$ cat config.mk
export PLATFORM = sky130hd
export DESIGN_NAME = pixel_output_port
export DESIGN_NICKNAME = d
export VERILOG_FILES = /design/src/sync_passthrough.sv /design/src/pixel_output_port.sv
export SDC_FILE = /design/constraint.sdc
export NUM_CORES = 1
export LEC_CHECK = 0
export BUFFER_PORTS_ARGS = -buffer_cell sky130_fd_sc_hd__buf_2
export CAP_MARGIN = 20
export CORE_UTILIZATION = 49
export DETAILED_ROUTE_END_ITERATION = 12
export PLACE_DENSITY = 0.79
export SETUP_SLACK_MARGIN = 0.02
export SLEW_MARGIN = 0
export SYNTH_ARGS = -nofsm -noshare
export SYNTH_HDL_FRONTEND = slang
export SYNTH_SLANG_ARGS = --single-unit
$ cat constraint.sdc
create_clock -name clock -period 1.85 [get_ports clock]
set_input_delay 0.555 -clock clock [delete_from_list [all_inputs] [get_ports clock]]
set_output_delay 0.555 -clock clock [all_outputs]
set_load 0.01 [all_outputs]
$ cat src/sync_passthrough.sv
// Constants shared by the pixel output port, plus the buffered sync pass-through.
// Assumes all logic runs on one clock; sync pins arrive unsynchronised.
`timescale 1ns/10ps

package port_consts;
   localparam int          CLK_PERIOD_NS = 8;     // 125 MHz system clock
   localparam int          RST_MIN_NS    = 1000;  // Least low time of the reset pin
   localparam int          RST_MIN_CYC   = (RST_MIN_NS + CLK_PERIOD_NS - 1) / CLK_PERIOD_NS;
   localparam int          RST_CNT_W     = 8;
   localparam logic [6:0]  ADDR_PIN_LOW  = 7'h4C; // Serial address, select tied low
   localparam logic [6:0]  ADDR_PIN_HIGH = 7'h4D; // Serial address, select tied high
   localparam logic [3:0]  ADDR_BITS     = 4'h8;  // Address byte length with R/W bit
   localparam logic [3:0]  VS_DELAY      = 4'h8;  // Pixels from line sync trail to frame sync
   localparam logic [7:0]  HS_WIDTH      = 8'h10; // Regenerated line sync width, pixels
   localparam logic [7:0]  BROAD_MIN_CYC = 8'h40; // Sync pulse longer than this is disruption
   localparam logic [1:0]  SRC_HSYNC     = 2'h0;
   localparam logic [1:0]  SRC_SOG       = 2'h1;
   localparam logic [1:0]  SRC_CSYNC     = 2'h2;  // Composite sync on the line sync pin
   localparam int          PIX_W         = 8;

   // Write byte of a seven-bit serial address
   function automatic logic [7:0] addr_byte(input logic [6:0] a);
      addr_byte = {a, 1'b0};
   endfunction : addr_byte
endpackage : port_consts

module sync_passthrough
   import port_consts::*;
(
   input  wire logic       clock,                  // System clock
   input  wire logic       rst,                    // Synchronous reset, active high
   input  wire logic       clk_en,                 // Freezes state while low
   input  wire logic       hsync_pin,              // Separate or composite line sync pin
   input  wire logic       sog_pin,                // Sliced sync-on-green pin
   input  wire logic       vsync_pin,              // Separate frame sync pin
   input  wire logic [1:0] source_sel,             // Line sync source select
   output logic            line_sync_passthrough,  // Unaligned buffered line sync
   output logic            frame_sync_passthrough, // Buffered frame sync
   output logic            disrupt                 // Composite line pattern broken
);
   logic [2:0] meta_reg;
   logic [2:0] sync_reg;
   logic       sel_line;
   logic       line_prev_reg;
   logic [7:0] width_reg;
   logic       disrupt_reg;
   logic       composite;

   // Two-stage synchronisers for the three sync pins
   always_ff @(posedge clock) begin
      if (rst) begin
         meta_reg <= 3'h0;
         sync_reg <= 3'h0;
      end else if (clk_en) begin
         meta_reg <= {vsync_pin, sog_pin, hsync_pin};
         sync_reg <= meta_reg;
      end
   end

   assign composite = (source_sel == SRC_CSYNC);
   assign sel_line  = (source_sel == SRC_SOG) ? sync_reg[1] : sync_reg[0];
   assign disrupt   = disrupt_reg & composite;

   // Pass everything through, serrations and protection pulses included
   always_ff @(posedge clock) begin
      if (rst) begin
         line_sync_passthrough <= 1'b0;
      end else if (clk_en) begin
         line_sync_passthrough <= sel_line;
      end
   end

   // Broad pulses mark the frame interval of composite sync
   always_ff @(posedge clock) begin
      if (rst) begin
         width_reg     <= 8'h00;
         disrupt_reg   <= 1'b0;
         line_prev_reg <= 1'b0;
      end else if (clk_en) begin
         line_prev_reg <= sel_line;
         if (sel_line) begin
            if (width_reg != '1) width_reg <= width_reg + 8'h01;
            if (width_reg >= BROAD_MIN_CYC) disrupt_reg <= 1'b1;
         end else begin
            width_reg <= 8'h00;
            // A short pulse ends the disruption
            if (line_prev_reg && width_reg < BROAD_MIN_CYC) disrupt_reg <= 1'b0;
         end
      end
   end

   // Frame sync output: disruption for composite, the pin otherwise
   always_ff @(posedge clock) begin
      if (rst) begin
         frame_sync_passthrough <= 1'b0;
      end else if (clk_en) begin
         frame_sync_passthrough <= composite ? disrupt_reg : sync_reg[2];
      end
   end

   AST_PASS_LINE: assert property (@(posedge clock) disable iff (rst)
      (clk_en && source_sel == SRC_HSYNC)[*3] |=> line_sync_passthrough == $past(hsync_pin, 3))
      else $error("line sync pass-through does not follow the pin");

   AST_FRAME_DISRUPT: assert property (@(posedge clock) disable iff (rst)
      (clk_en && composite && disrupt_reg) |=> frame_sync_passthrough)
      else $error("frame sync not held during composite disruption");
endmodule : sync_passthrough

$ cat src/pixel_output_port.sv
// Pixel output port of a triple video digitizer: pixel buses, word clock, syncs,
// crystal clock buffer, reset pin and serial address match.
// Assumes pixels, their line sync and the crystal tick come from logic on clock.
// How it works
// - Reset pin low 1 us reinitialises the device
// - Crystal clock out at full or half rate
// - Serial address 0x4C or 0x4D from select pin
// - Serial data open drain, only pulled low
// - Six 8-bit pixel buses, can float
// - Word clock: pixel rate, half in 48-bit mode
// - Second word clock always the complement
// - Line sync output aligned with pixel data
// - Aligned line sync carries no composite content
// - Frame sync rises 8 pixels after the line sync trailing edge
// - Buffered line sync passes source unchanged
// - Buffered frame sync covers composite disruption
`timescale 1ns/10ps

module pixel_output_port
   import port_consts::*;
(
   input  wire logic             clock,                  // System clock, 125 MHz
   input  wire logic             sys_rst,                // Synchronous reset, active high
   input  wire logic             clk_en,                 // Freezes all state while low
   input  wire logic             reset_pin_n,            // External reset pin, active low
   input  wire logic             crystal_tick,           // One pulse per crystal period
   input  wire logic             crystal_half_sel,       // 1: crystal clock out at half rate
   output logic                  crystal_clock_out,      // Buffered crystal clock
   input  wire logic             bus_address_select,     // Serial address strap pin
   input  wire logic             serial_clock,           // Serial clock pin from host
   input  wire logic             serial_data_in,         // Serial data pin level
   output logic                  serial_data_out,        // Serial data drive value
   output logic                  serial_data_oe_n,       // Low while pulling data low
   input  wire logic [PIX_W-1:0] pix_red,                // Red sample
   input  wire logic [PIX_W-1:0] pix_green,              // Green sample
   input  wire logic [PIX_W-1:0] pix_blue,               // Blue sample
   input  wire logic             pix_valid,              // One pulse per pixel clock
   input  wire logic             pix_line_sync,          // Line sync aligned with samples
   input  wire logic             mode_48,                // 1: 48-bit output mode
   input  wire logic             bus_disable,            // 1: float the pixel buses
   input  wire logic             hsync_pin,              // Line sync or composite pin
   input  wire logic             sog_pin,                // Sync-on-green pin
   input  wire logic             vsync_pin,              // Frame sync pin
   input  wire logic [1:0]       sync_source_sel,        // Line sync source
   output logic [PIX_W-1:0]      red_primary_bus,        // Red primary pixels
   output logic [PIX_W-1:0]      red_secondary_bus,      // Red secondary pixels
   output logic [PIX_W-1:0]      green_primary_bus,      // Green primary pixels
   output logic [PIX_W-1:0]      green_secondary_bus,    // Green secondary pixels
   output logic [PIX_W-1:0]      blue_primary_bus,       // Blue primary pixels
   output logic [PIX_W-1:0]      blue_secondary_bus,     // Blue secondary pixels
   output logic                  bus_oe_n,               // Low while buses are driven
   output logic                  output_word_clock,      // Data clock
   output logic                  output_word_clock_n,    // Inverse data clock
   output logic                  aligned_line_sync,      // Line sync aligned with data
   output logic                  synthetic_frame_sync,   // Frame sync aligned with data
   output logic                  line_sync_passthrough,  // Buffered line sync
   output logic                  frame_sync_passthrough  // Buffered frame sync
);
   typedef enum logic [1:0] {SER_IDLE, SER_ADDR, SER_ACK, SER_SKIP} ser_state_e;

   logic                 rst_meta_reg, rst_sync_reg, ext_rst_reg, rst_int;
   logic [RST_CNT_W-1:0] rst_cnt_reg;
   logic                 xtal_phase_reg;
   logic [2:0]           ser_meta_reg, ser_sync_reg;
   logic                 scl_prev_reg, sda_prev_reg;
   logic                 ser_start, ser_stop, ser_rise, ser_fall;
   ser_state_e           ser_state_reg;
   logic [7:0]           ser_shift_reg;
   logic [3:0]           ser_cnt_reg;
   logic [6:0]           my_addr;
   logic                 phase_reg, launch;
   logic [PIX_W-1:0]     hold_r_reg, hold_g_reg, hold_b_reg;
   logic                 hs_prev_reg, hs_lead, hs_trail;
   logic [7:0]           hs_cnt_reg;
   logic                 disrupt, fs_prev_reg, frame_pend_reg;
   logic [3:0]           vs_cnt_reg;

   // Reset pin: synchronise, then demand the full low time before acting
   always_ff @(posedge clock) begin
      if (sys_rst) begin
         rst_meta_reg <= 1'b1;
         rst_sync_reg <= 1'b1;
         rst_cnt_reg  <= '0;
         ext_rst_reg  <= 1'b0;
      end else if (clk_en) begin
         rst_meta_reg <= reset_pin_n;
         rst_sync_reg <= rst_meta_reg;
         if (rst_sync_reg) begin
            rst_cnt_reg <= '0;
            ext_rst_reg <= 1'b0;
         end else if (rst_cnt_reg == RST_CNT_W'(RST_MIN_CYC - 1)) begin
            ext_rst_reg <= 1'b1;
         end else begin
            rst_cnt_reg <= rst_cnt_reg + 1'b1;
         end
      end
   end
   assign rst_int = sys_rst | ext_rst_reg;

   // Crystal clock buffer; half rate toggles on every second tick
   always_ff @(posedge clock) begin
      if (rst_int) begin
         crystal_clock_out <= 1'b0;
         xtal_phase_reg    <= 1'b0;
      end else if (clk_en && crystal_tick) begin
         xtal_phase_reg <= ~xtal_phase_reg;
         if (!crystal_half_sel || xtal_phase_reg)
            crystal_clock_out <= ~crystal_clock_out;
      end
   end

   // Serial pins and address strap pass two flops before use
   always_ff @(posedge clock) begin
      if (rst_int) begin
         ser_meta_reg <= 3'h3;
         ser_sync_reg <= 3'h3;
         scl_prev_reg <= 1'b1;
         sda_prev_reg <= 1'b1;
      end else if (clk_en) begin
         ser_meta_reg <= {bus_address_select, serial_data_in, serial_clock};
         ser_sync_reg <= ser_meta_reg;
         scl_prev_reg <= ser_sync_reg[0];
         sda_prev_reg <= ser_sync_reg[1];
      end
   end

   assign ser_rise  = ser_sync_reg[0] & ~scl_prev_reg;
   assign ser_fall  = ~ser_sync_reg[0] & scl_prev_reg;
   assign ser_start = ser_sync_reg[0] & scl_prev_reg & sda_prev_reg & ~ser_sync_reg[1];
   assign ser_stop  = ser_sync_reg[0] & scl_prev_reg & ~sda_prev_reg & ser_sync_reg[1];
   assign my_addr   = ser_sync_reg[2] ? ADDR_PIN_HIGH : ADDR_PIN_LOW;

   // Address phase: acknowledge only our own address, ignore the rest
   always_ff @(posedge clock) begin
      if (rst_int) begin
         ser_state_reg <= SER_IDLE;
         ser_shift_reg <= 8'h00;
         ser_cnt_reg   <= 4'h0;
      end else if (clk_en) begin
         if (ser_start) begin
            ser_state_reg <= SER_ADDR;
            ser_cnt_reg   <= 4'h0;
         end else if (ser_stop) begin
            ser_state_reg <= SER_IDLE;
         end else begin
            case (ser_state_reg)
               SER_ADDR: begin
                  if (ser_rise && ser_cnt_reg != ADDR_BITS) begin
                     ser_shift_reg <= {ser_shift_reg[6:0], ser_sync_reg[1]};
                     ser_cnt_reg   <= ser_cnt_reg + 4'h1;
                  end else if (ser_fall && ser_cnt_reg == ADDR_BITS) begin
                     if (ser_shift_reg[7:1] == addr_byte(my_addr) >> 1)
                        ser_state_reg <= SER_ACK;
                     else
                        ser_state_reg <= SER_SKIP;
                  end
               end
               SER_ACK:  if (ser_fall) ser_state_reg <= SER_SKIP;
               SER_SKIP: ser_state_reg <= SER_SKIP;
               SER_IDLE: ser_state_reg <= SER_IDLE;
               default:  ser_state_reg <= SER_IDLE;
            endcase
         end
      end
   end

   // Open drain: drive only a low, release otherwise
   assign serial_data_out  = 1'b0;
   assign serial_data_oe_n = (ser_state_reg != SER_ACK);

   // Pixel launch; 48-bit mode pairs even and odd pixels
   assign launch = pix_valid & (~mode_48 | phase_reg);
   always_ff @(posedge clock) begin
      if (rst_int) begin
         phase_reg           <= 1'b0;
         {hold_r_reg, hold_g_reg, hold_b_reg} <= '0;
         red_primary_bus     <= '0;
         green_primary_bus   <= '0;
         blue_primary_bus    <= '0;
         red_secondary_bus   <= '0;
         green_secondary_bus <= '0;
         blue_secondary_bus  <= '0;
      end else if (clk_en && pix_valid) begin
         if (!mode_48) begin
            phase_reg         <= 1'b0;
            red_primary_bus   <= pix_red;
            green_primary_bus <= pix_green;
            blue_primary_bus  <= pix_blue;
         end else if (!phase_reg) begin
            phase_reg <= 1'b1;
            {hold_r_reg, hold_g_reg, hold_b_reg} <= {pix_red, pix_green, pix_blue};
         end else begin
            phase_reg           <= 1'b0;
            red_primary_bus     <= hold_r_reg;
            green_primary_bus   <= hold_g_reg;
            blue_primary_bus    <= hold_b_reg;
            red_secondary_bus   <= pix_red;
            green_secondary_bus <= pix_green;
            blue_secondary_bus  <= pix_blue;
         end
      end
   end

   // Buses float on request; pulldowns outside hold them low
   always_ff @(posedge clock) begin
      if (rst_int) bus_oe_n <= 1'b1;
      else if (clk_en) bus_oe_n <= bus_disable;
   end

   // Word clock falls at launch; rises the next cycle in 24-bit mode, mid-word in 48-bit mode
   always_ff @(posedge clock) begin
      if (rst_int) begin
         output_word_clock <= 1'b1;
      end else if (clk_en) begin
         if (launch) output_word_clock <= 1'b0;
         else if (!mode_48 || (pix_valid && !phase_reg)) output_word_clock <= 1'b1;
      end
   end
   assign output_word_clock_n = ~output_word_clock;

   // Line sync regenerated from leading edges; serrations during disruption dropped
   assign hs_lead  = pix_valid & pix_line_sync & ~hs_prev_reg;
   assign hs_trail = pix_valid & (hs_cnt_reg == 8'h01);
   always_ff @(posedge clock) begin
      if (rst_int) begin
         hs_prev_reg       <= 1'b0;
         hs_cnt_reg        <= 8'h00;
         aligned_line_sync <= 1'b0;
      end else if (clk_en) begin
         if (pix_valid) hs_prev_reg <= pix_line_sync;
         if (hs_lead && !disrupt && hs_cnt_reg == 8'h00) begin
            hs_cnt_reg        <= HS_WIDTH;
            aligned_line_sync <= 1'b1;
         end else if (pix_valid && hs_cnt_reg != 8'h00) begin
            hs_cnt_reg <= hs_cnt_reg - 8'h01;
            if (hs_trail) aligned_line_sync <= 1'b0;
         end
      end
   end

   // Synthetic frame sync: one line long, edges counted from line sync trail
   always_ff @(posedge clock) begin
      if (rst_int) begin
         fs_prev_reg          <= 1'b0;
         frame_pend_reg       <= 1'b0;
         vs_cnt_reg           <= 4'h0;
         synthetic_frame_sync <= 1'b0;
      end else if (clk_en) begin
         fs_prev_reg <= frame_sync_passthrough;
         // A new frame edge wins over the clear in the same cycle
         frame_pend_reg <= (frame_pend_reg & ~(hs_trail & vs_cnt_reg == 4'h0))
                         | (frame_sync_passthrough & ~fs_prev_reg);
         if (hs_trail && vs_cnt_reg == 4'h0 && (frame_pend_reg || synthetic_frame_sync)) begin
            vs_cnt_reg <= VS_DELAY;
         end else if (pix_valid && vs_cnt_reg != 4'h0) begin
            vs_cnt_reg <= vs_cnt_reg - 4'h1;
            if (vs_cnt_reg == 4'h1) synthetic_frame_sync <= ~synthetic_frame_sync;
         end
      end
   end

   // Buffered syncs; receiver takes frame timing from these, line starts from the aligned sync
   sync_passthrough u_pass (
      .clock                  (clock),
      .rst                    (rst_int),
      .clk_en                 (clk_en),
      .hsync_pin              (hsync_pin),
      .sog_pin                (sog_pin),
      .vsync_pin              (vsync_pin),
      .source_sel             (sync_source_sel),
      .line_sync_passthrough  (line_sync_passthrough),
      .frame_sync_passthrough (frame_sync_passthrough),
      .disrupt                (disrupt)
   );

   AST_RESET_PIN: assert property (@(posedge clock) disable iff (sys_rst)
      (clk_en && !rst_sync_reg && rst_cnt_reg == RST_CNT_W'(RST_MIN_CYC - 1)) |=> ext_rst_reg)
      else $error("reset pin held long enough but no reinit");

   AST_XTAL_HALF: assert property (@(posedge clock) disable iff (rst_int)
      (clk_en && crystal_tick && crystal_half_sel && !xtal_phase_reg)
      |=> $stable(crystal_clock_out))
      else $error("half-rate crystal clock toggled on the wrong tick");

   AST_ADDR_MATCH: assert property (@(posedge clock) disable iff (rst_int)
      $rose(ser_state_reg == SER_ACK) |-> $past(ser_shift_reg[7:1]) == $past(my_addr))
      else $error("acknowledged a foreign serial address");

   AST_OPEN_DRAIN: assert property (@(posedge clock) disable iff (rst_int)
      $fell(serial_data_oe_n) |-> $past(ser_fall))
      else $error("serial data pulled low away from a clock fall");

   AST_WORD_CLK_24: assert property (@(posedge clock) disable iff (rst_int)
      (clk_en && !mode_48 && !output_word_clock && !pix_valid) |=> output_word_clock)
      else $error("24-bit word clock did not rise after launch");

   AST_WORD_CLK_N: assert property (@(posedge clock) disable iff (rst_int)
      output_word_clock_n != output_word_clock)
      else $error("word clock pair not complementary");

   AST_NO_SERRATION: assert property (@(posedge clock) disable iff (rst_int)
      $rose(aligned_line_sync) |-> !$past(disrupt))
      else $error("aligned line sync started during disruption");

   AST_FRAME_DELAY: assert property (@(posedge clock) disable iff (rst_int)
      (clk_en && hs_trail && vs_cnt_reg == 4'h0 && frame_pend_reg) |=> vs_cnt_reg == VS_DELAY)
      else $error("frame sync delay not started at line sync trail");

   AST_PAIR_48: assert property (@(posedge clock) disable iff (rst_int)
      (clk_en && pix_valid && mode_48 && !phase_reg) |=> $stable(red_primary_bus) && phase_reg)
      else $error("48-bit mode launched on an even pixel");
endmodule : pixel_output_port

Word level (Yosys, flattened, before mapping)
Index checks and enable logic that the tools add are counted.
{"block": "classes", "order_cmp": 2, "n_addsub": 5, "mux": 40, "n_eq_ne": 21, "n_bitwise": 34, "n_reduce_logical": 49}
{"op": "$mux 8", "count": 12}
{"op": "$mux 4", "count": 6}
{"op": "$reduce_and 2->1", "count": 9}
{"op": "$add 8x1->8 const B", "count": 2}
{"op": "$mux 1", "count": 16}
{"op": "$ne 4x4->1 const B", "count": 4}
{"op": "$not 1->1", "count": 16}
{"op": "$reduce_bool 2->1", "count": 8}
{"op": "$and 1x1->1", "count": 15}
{"op": "$logic_and 1x1->1", "count": 12}
{"op": "$reduce_and 3->1", "count": 4}
{"op": "$reduce_and 4->1", "count": 3}
{"op": "$mux 2", "count": 5}
{"op": "$ne 2x2->1 const B", "count": 5}
{"op": "$eq 8x1->1 const B", "count": 1}
{"op": "$eq 8x7->1 const B", "count": 1}
{"op": "$ge 8x7->1 const B", "count": 1}
{"op": "$logic_not 8->1", "count": 1}
{"op": "$lt 8x7->1 const B", "count": 1}
{"op": "$ne 8x8->1 const B", "count": 1}
{"op": "$pmux 2 s4", "count": 1}
{"op": "$reduce_bool 8->1", "count": 1}
{"op": "$sub 8x1->8 const B", "count": 1}
{"op": "$eq 7x7->1", "count": 1}
{"op": "14 further kinds", "count": 24}
{"block": "totals", "register_bits": 144, "inputBits": 42, "word_cells": 189}

Logic depth before layout (Yosys ltp)
{"block": "depth", "depth_word": 8, "depth_mapped": 7, "depth_no_buf": 7}

Modules after synthesis
A second synthesis with hierarchy kept.
{"block": "hier_totals", "hier_cells": 709, "hier_area_um2": 6143.4}
{"module": "pixel_output_port", "cells_each": 621, "area_per_inst_um2": 5320.1, "seq_area_each_um2": 2542.4, "instances": 1}
{"module": "sync_passthrough", "cells_each": 88, "area_per_inst_um2": 823.3, "seq_area_each_um2": 340.3, "instances": 1}

Worst setup path after synthesis
Ideal clock, no wire load.
{"block": "synth_path", "path_type": "input port to flip-flop", "startpoint": "input sync_source_sel[0]", "endpoint": "register u_pass.width_reg[0]", "setup_time_ns": 0.070, "t_required_ns": 1.780, "path_stages": 6, "arrival_time_ns": 1.862, "path_slack_ns": -0.083, "n_path_buf": 1, "path_cell_list": "nor2b_1 mux2i_1 o31ai_1 clkbuf_1 or3_1 a21oi_1"}
{"block": "synth_between", "elab_chain_len": 4}
{"item": "start: declaration", "line_no": "pixel_output_port.sv:44", "rtl": "input wire logic [1:0] sync_source_sel,"}
{"item": "$eq 2x1->1 *", "line_no": "sync_passthrough.sv:61", "rtl": "assign sel_line = (source_sel == SRC_SOG) ? sync_reg[1] : sync_reg[0];"}
{"item": "$mux 1 *", "line_no": "sync_passthrough.sv:61"}
{"item": "$ne 2x2->1 (no source line)"}
{"item": "$reduce_and 2->1 (no source line)"}
{"item": "end signal: assignment", "line_no": "sync_passthrough.sv:82", "rtl": "if (width_reg != '1) width_reg <= width_reg + 8'h01;"}
{"item": "end: declaration", "line_no": "sync_passthrough.sv:45", "rtl": "logic [7:0] width_reg;"}
Every way passes the cells marked *; elsewhere a longest branch is shown, timed or not.
A chain may end at the register's enable or synchronous reset.

Worst setup path in the final report
{"block": "layout_path", "startpoint": "register hs_cnt_reg[2]", "endpoint": "register vs_cnt_reg[3]"}
{"block": "layout_between", "elab_chain_len": 6}
{"item": "start: declaration", "line_no": "pixel_output_port.sv:74", "rtl": "logic [7:0] hs_cnt_reg;"}
{"item": "start signal: assignment", "line_no": "pixel_output_port.sv:235", "rtl": "hs_cnt_reg <= hs_cnt_reg - 8'h01;"}
{"item": "$eq 8x1->1 *", "line_no": "pixel_output_port.sv:223", "rtl": "assign hs_trail = pix_valid & (hs_cnt_reg == 8'h01);"}
{"item": "$and 1x1->1 *", "line_no": "pixel_output_port.sv:223"}
{"item": "$logic_and 1x1->1 * (2 in series)", "line_no": "pixel_output_port.sv:253", "rtl": "if (hs_trail && vs_cnt_reg == 4'h0 && (frame_pend_reg || synthetic_frame_sync)) begin"}
{"item": "$reduce_bool 2->1 (no source line)"}
{"item": "$reduce_and 2->1 (no source line)"}
{"item": "end signal: assignment", "line_no": "pixel_output_port.sv:256", "rtl": "vs_cnt_reg <= vs_cnt_reg - 4'h1;"}
{"item": "end: declaration", "line_no": "pixel_output_port.sv:76", "rtl": "logic [3:0] vs_cnt_reg;"}
Marked as above.

==> summary.txt <==
Status
  • Outcome: finished clean

Die
  • Site row count: 39
  • Die area: 12630 um^2
  • Initial Util: 0.5121
  • Die height: 112.4 um
  • Core area: 11660 um^2
  • Chip width: 112.4 um
  • Io pins: 100

Final layout
  • Final instance area: 7536 um^2
  • Layout Nets: 873
  • Most frequent cells in the layout: nand2_1 (149), dfxtp_1 (143), buf_2 (98), a21oi_1 (77), nor2_1 (66)
  • Most common cell after layout, fill and taps aside: nand2_1
  • Layout Area Growth over Synthesis: 26.19%
  • Share of layout cells above drive strength 1: 0.2329
  • Antenna cells: 0
  • Layout Cells excl Fill: 976

Timing
  • Slew Limit Fails: 0
  • # setup viols final: 0
  • Fin crit share: 0.9861
  • Setup TNS: 0 ns
  • Worst hold slack: 0.3457 ns
  • Fmax: 0.5482 GHz
  • Clock skew: 0.006292 ns
  • PnR worst setup slack: 0.02575 ns
  • Min Tclk post-route: 1.824 ns
  • Unrepaired setup endpoints after global routing: true
  • Final hold viol count: 0

Worst setup path
  • Setup Crit Path Kind: reg2reg
  • Worst r2r src: hs_cnt_reg[2]
  • CP startpoint kind: register
  • Worst-path cell chain: or4_4 > or4_4 > a21oi_4 > a21oi_2 > a311oi_2
  • CP Launch Point: hs_cnt_reg[2]
  • Worst EP required: 2.19 ns
  • Max incr delay on CP: 0.53 ns
  • Capture point of the worst reg-to-reg path: vs_cnt_reg[3]
  • Worst Path Arrival: 2.17 ns
  • Crit end category: register
  • Worst r2r path cells: 5
  • Most Frequent Cell on Critical Path: or4_4
  • R2R setup slack: 0.03 ns
  • CP max FO: 3
  • Slowest cell on the critical path: or4_4

Min path
  • HP Start: bus_disable
  • Hold Path Cell Cnt: 3
  • Hold endpoint: bus_oe_n
  • Worst Hold Class: in2reg

Clocking
  • CTS sink cnt: 144
  • CTS Buf Count: 17
  • CTS root buf: clkbuf_16
  • CTS tree: done
  • Hold Buf Count CTS: 0
  • Worst-path clk slew: 0.06 ns
  • Clock buffer depth: 2
  • Worst skew pair latency: 0.42 ns
  • H-tree levels: 4

Logic synthesis
  • YS warnings: 0
  • Syn Inst Count: 705
  • Synthesized area per cell: 8.471 um^2
  • Post-Syn Area: 5972 um^2
  • Distinct cells, synth: 50
  • Synth Register Bits: 144
  • Seq/Total Area, Yosys: 0.4827
  • Syn Nets: 757

GRT
  • Global route overflow: 0
  • Largest net degree at the start of global routing: 76
  • Initial antenna violation count: 0
  • Number of global-route vias before repair: 5237
  • Gr usage total: 0.2340
  • First-pass GRT wire length: 23760 um

Placement
  • Placed cells: 942
  • HPWL Detailed: 9765 um
  • Placed Area: 6879 um^2
  • Port Buffers: 98
  • Place WS: -0.1718 ns
  • GP Congestion: 0.8478

Routing
  • Wire per inst: 14.68 um
  • Initial DRT Pass Iterations: 4
  • ANT nets after route: 0
  • Final wirelength: 14320 um
  • Via density per instance: 5.502
  • Via count: 5370
  • Iteration-0 DRC Markers: 391
  • Drc violations: 0

Power and ir drop
  • Lkg Pwr: 3.102 nW
  • Maximum VDD drop: 0.8706 mV
  • PD cells: 1027 nW/um^2

Flow run
  • Max-cap violation count: 0
stage by stage:
| step | utilization | power (W) |
|---|---|---|
| 2_1_floorplan | - | 0.003932 |
| 3_3_place_gp | 0.5899 | 0.004290 |
| 3_5_place_dp | 0.5899 | 0.004332 |
| 4_1_cts | 0.6412 | 0.007727 |
| 5_1_grt | 0.6462 | 0.008008 |
| 6_report | 0.6462 | 0.007740 |
critical path: cells and delay by family, from the launching register on:
kind / cells / cell delay (ns)
compound gates: 3 / 0.46
flops: 1 / 0.31
simple gates: 2 / 0.97
power breakdown:
group / switching (W) / internal (W)
Sequential: 0.0000974 / 0.00323
Combinational: 0.000529 / 0.000468
Clock: 0.00129 / 0.00213
worst max-delay path by stage:
stage	end	cells past startpoint	slack [ns]
finish	vs_cnt_reg[3]	5	0.03
global route	vs_cnt_reg[3]	5	-0.03
CTS	vs_cnt_reg[3]	5	0.02
detailed placement	u_pass.width_reg[0]	7	-0.17
global placement	u_pass.width_reg[0]	7	-0.09
floorplan	vs_cnt_reg[3]	5	0.02
per-layer routing:
layer  part of all wire  GRT usage
met1               0.42     0.2644
met2               0.51     0.4161
met3              0.039    0.05400
met4              0.028     0.1138
met5                  0          0
kinds of logic (layout without fill, tap and decap cells):
| logic type | Yosys count | after routing | share of synthesized area |
|---|---|---|---|
| buffers and inverters | 59 | 187 | 0.03771 |
| muxes | 42 | 42 | 0.07040 |
| xor gates and xnor gates | 17 | 17 | 0.02493 |
| DFF | 144 | 144 | 0.4827 |
| adders and majority gates | 10 | 10 | 0.02095 |
| AOI/OAI and AO/OA | 146 | 146 | 0.1523 |
| other | 1 | 1 | 0.0006279 |
| and+or+nand+nor | 286 | 286 | 0.2104 |
cell type report:
type | count | area (um^2)
sequential | 144 | 2884
clock buffer | 19 | 442.9
multi-input combinational | 502 | 2934
fill | 916 | 4126
inverter | 16 | 60.06
tap | 143 | 178.9
clock inverter | 12 | 142.6
timing repair buffer | 140 | 893.4
what timing repair did:
| action | in CTS | in global routing |
|---|---|---|
| setup endpoints to repair | 5 | 16 |
| setup buffers | 0 | 3 |
| pin swaps | 1 | 0 |
| gates resized for setup | 2 | 8 |
Yosys cell counts (all sizes together):
master / number / area, um^2
nand2: 151 / 569.3
dfxtp: 144 / 2883
a21oi: 79 / 410.4
nor2: 67 / 251.5
mux2i: 42 / 420.4
clkbuf: 38 / 142.6
a211oi: 27 / 202.7
inv: 16 / 60.06
nand3: 14 / 70.07
o21ai: 11 / 55.05
ha: 10 / 125.1
xor2: 10 / 87.58
nand4: 8 / 50.05
a31oi: 7 / 43.79
xnor2: 7 / 61.31
nor3: 6 / 30.03
or3: 6 / 37.54
buf: 5 / 22.52
nand2b: 5 / 31.28
or4: 5 / 45.04
a41oi: 4 / 35.03
nor2b: 4 / 25.02
a311oi: 3 / 32.53
and2: 3 / 18.77
and3: 3 / 18.77
and3b: 3 / 26.28
nor3b: 3 / 22.52
o211ai: 3 / 22.52
o31ai: 3 / 22.52
a21o: 2 / 15.01
nand4b: 2 / 17.52
nor4: 2 / 12.51
or2: 2 / 12.51
a2111oi: 1 / 8.760
a31o: 1 / 8.760
conb: 1 / 3.750
nand3b: 1 / 7.510
nor4bb: 1 / 10.01
o22a: 1 / 8.760
o22ai: 1 / 6.260
o311a: 1 / 10.01
o311ai: 1 / 16.27
o32a: 1 / 11.26
Note: power is estimated with default switching activity, not from simulation.
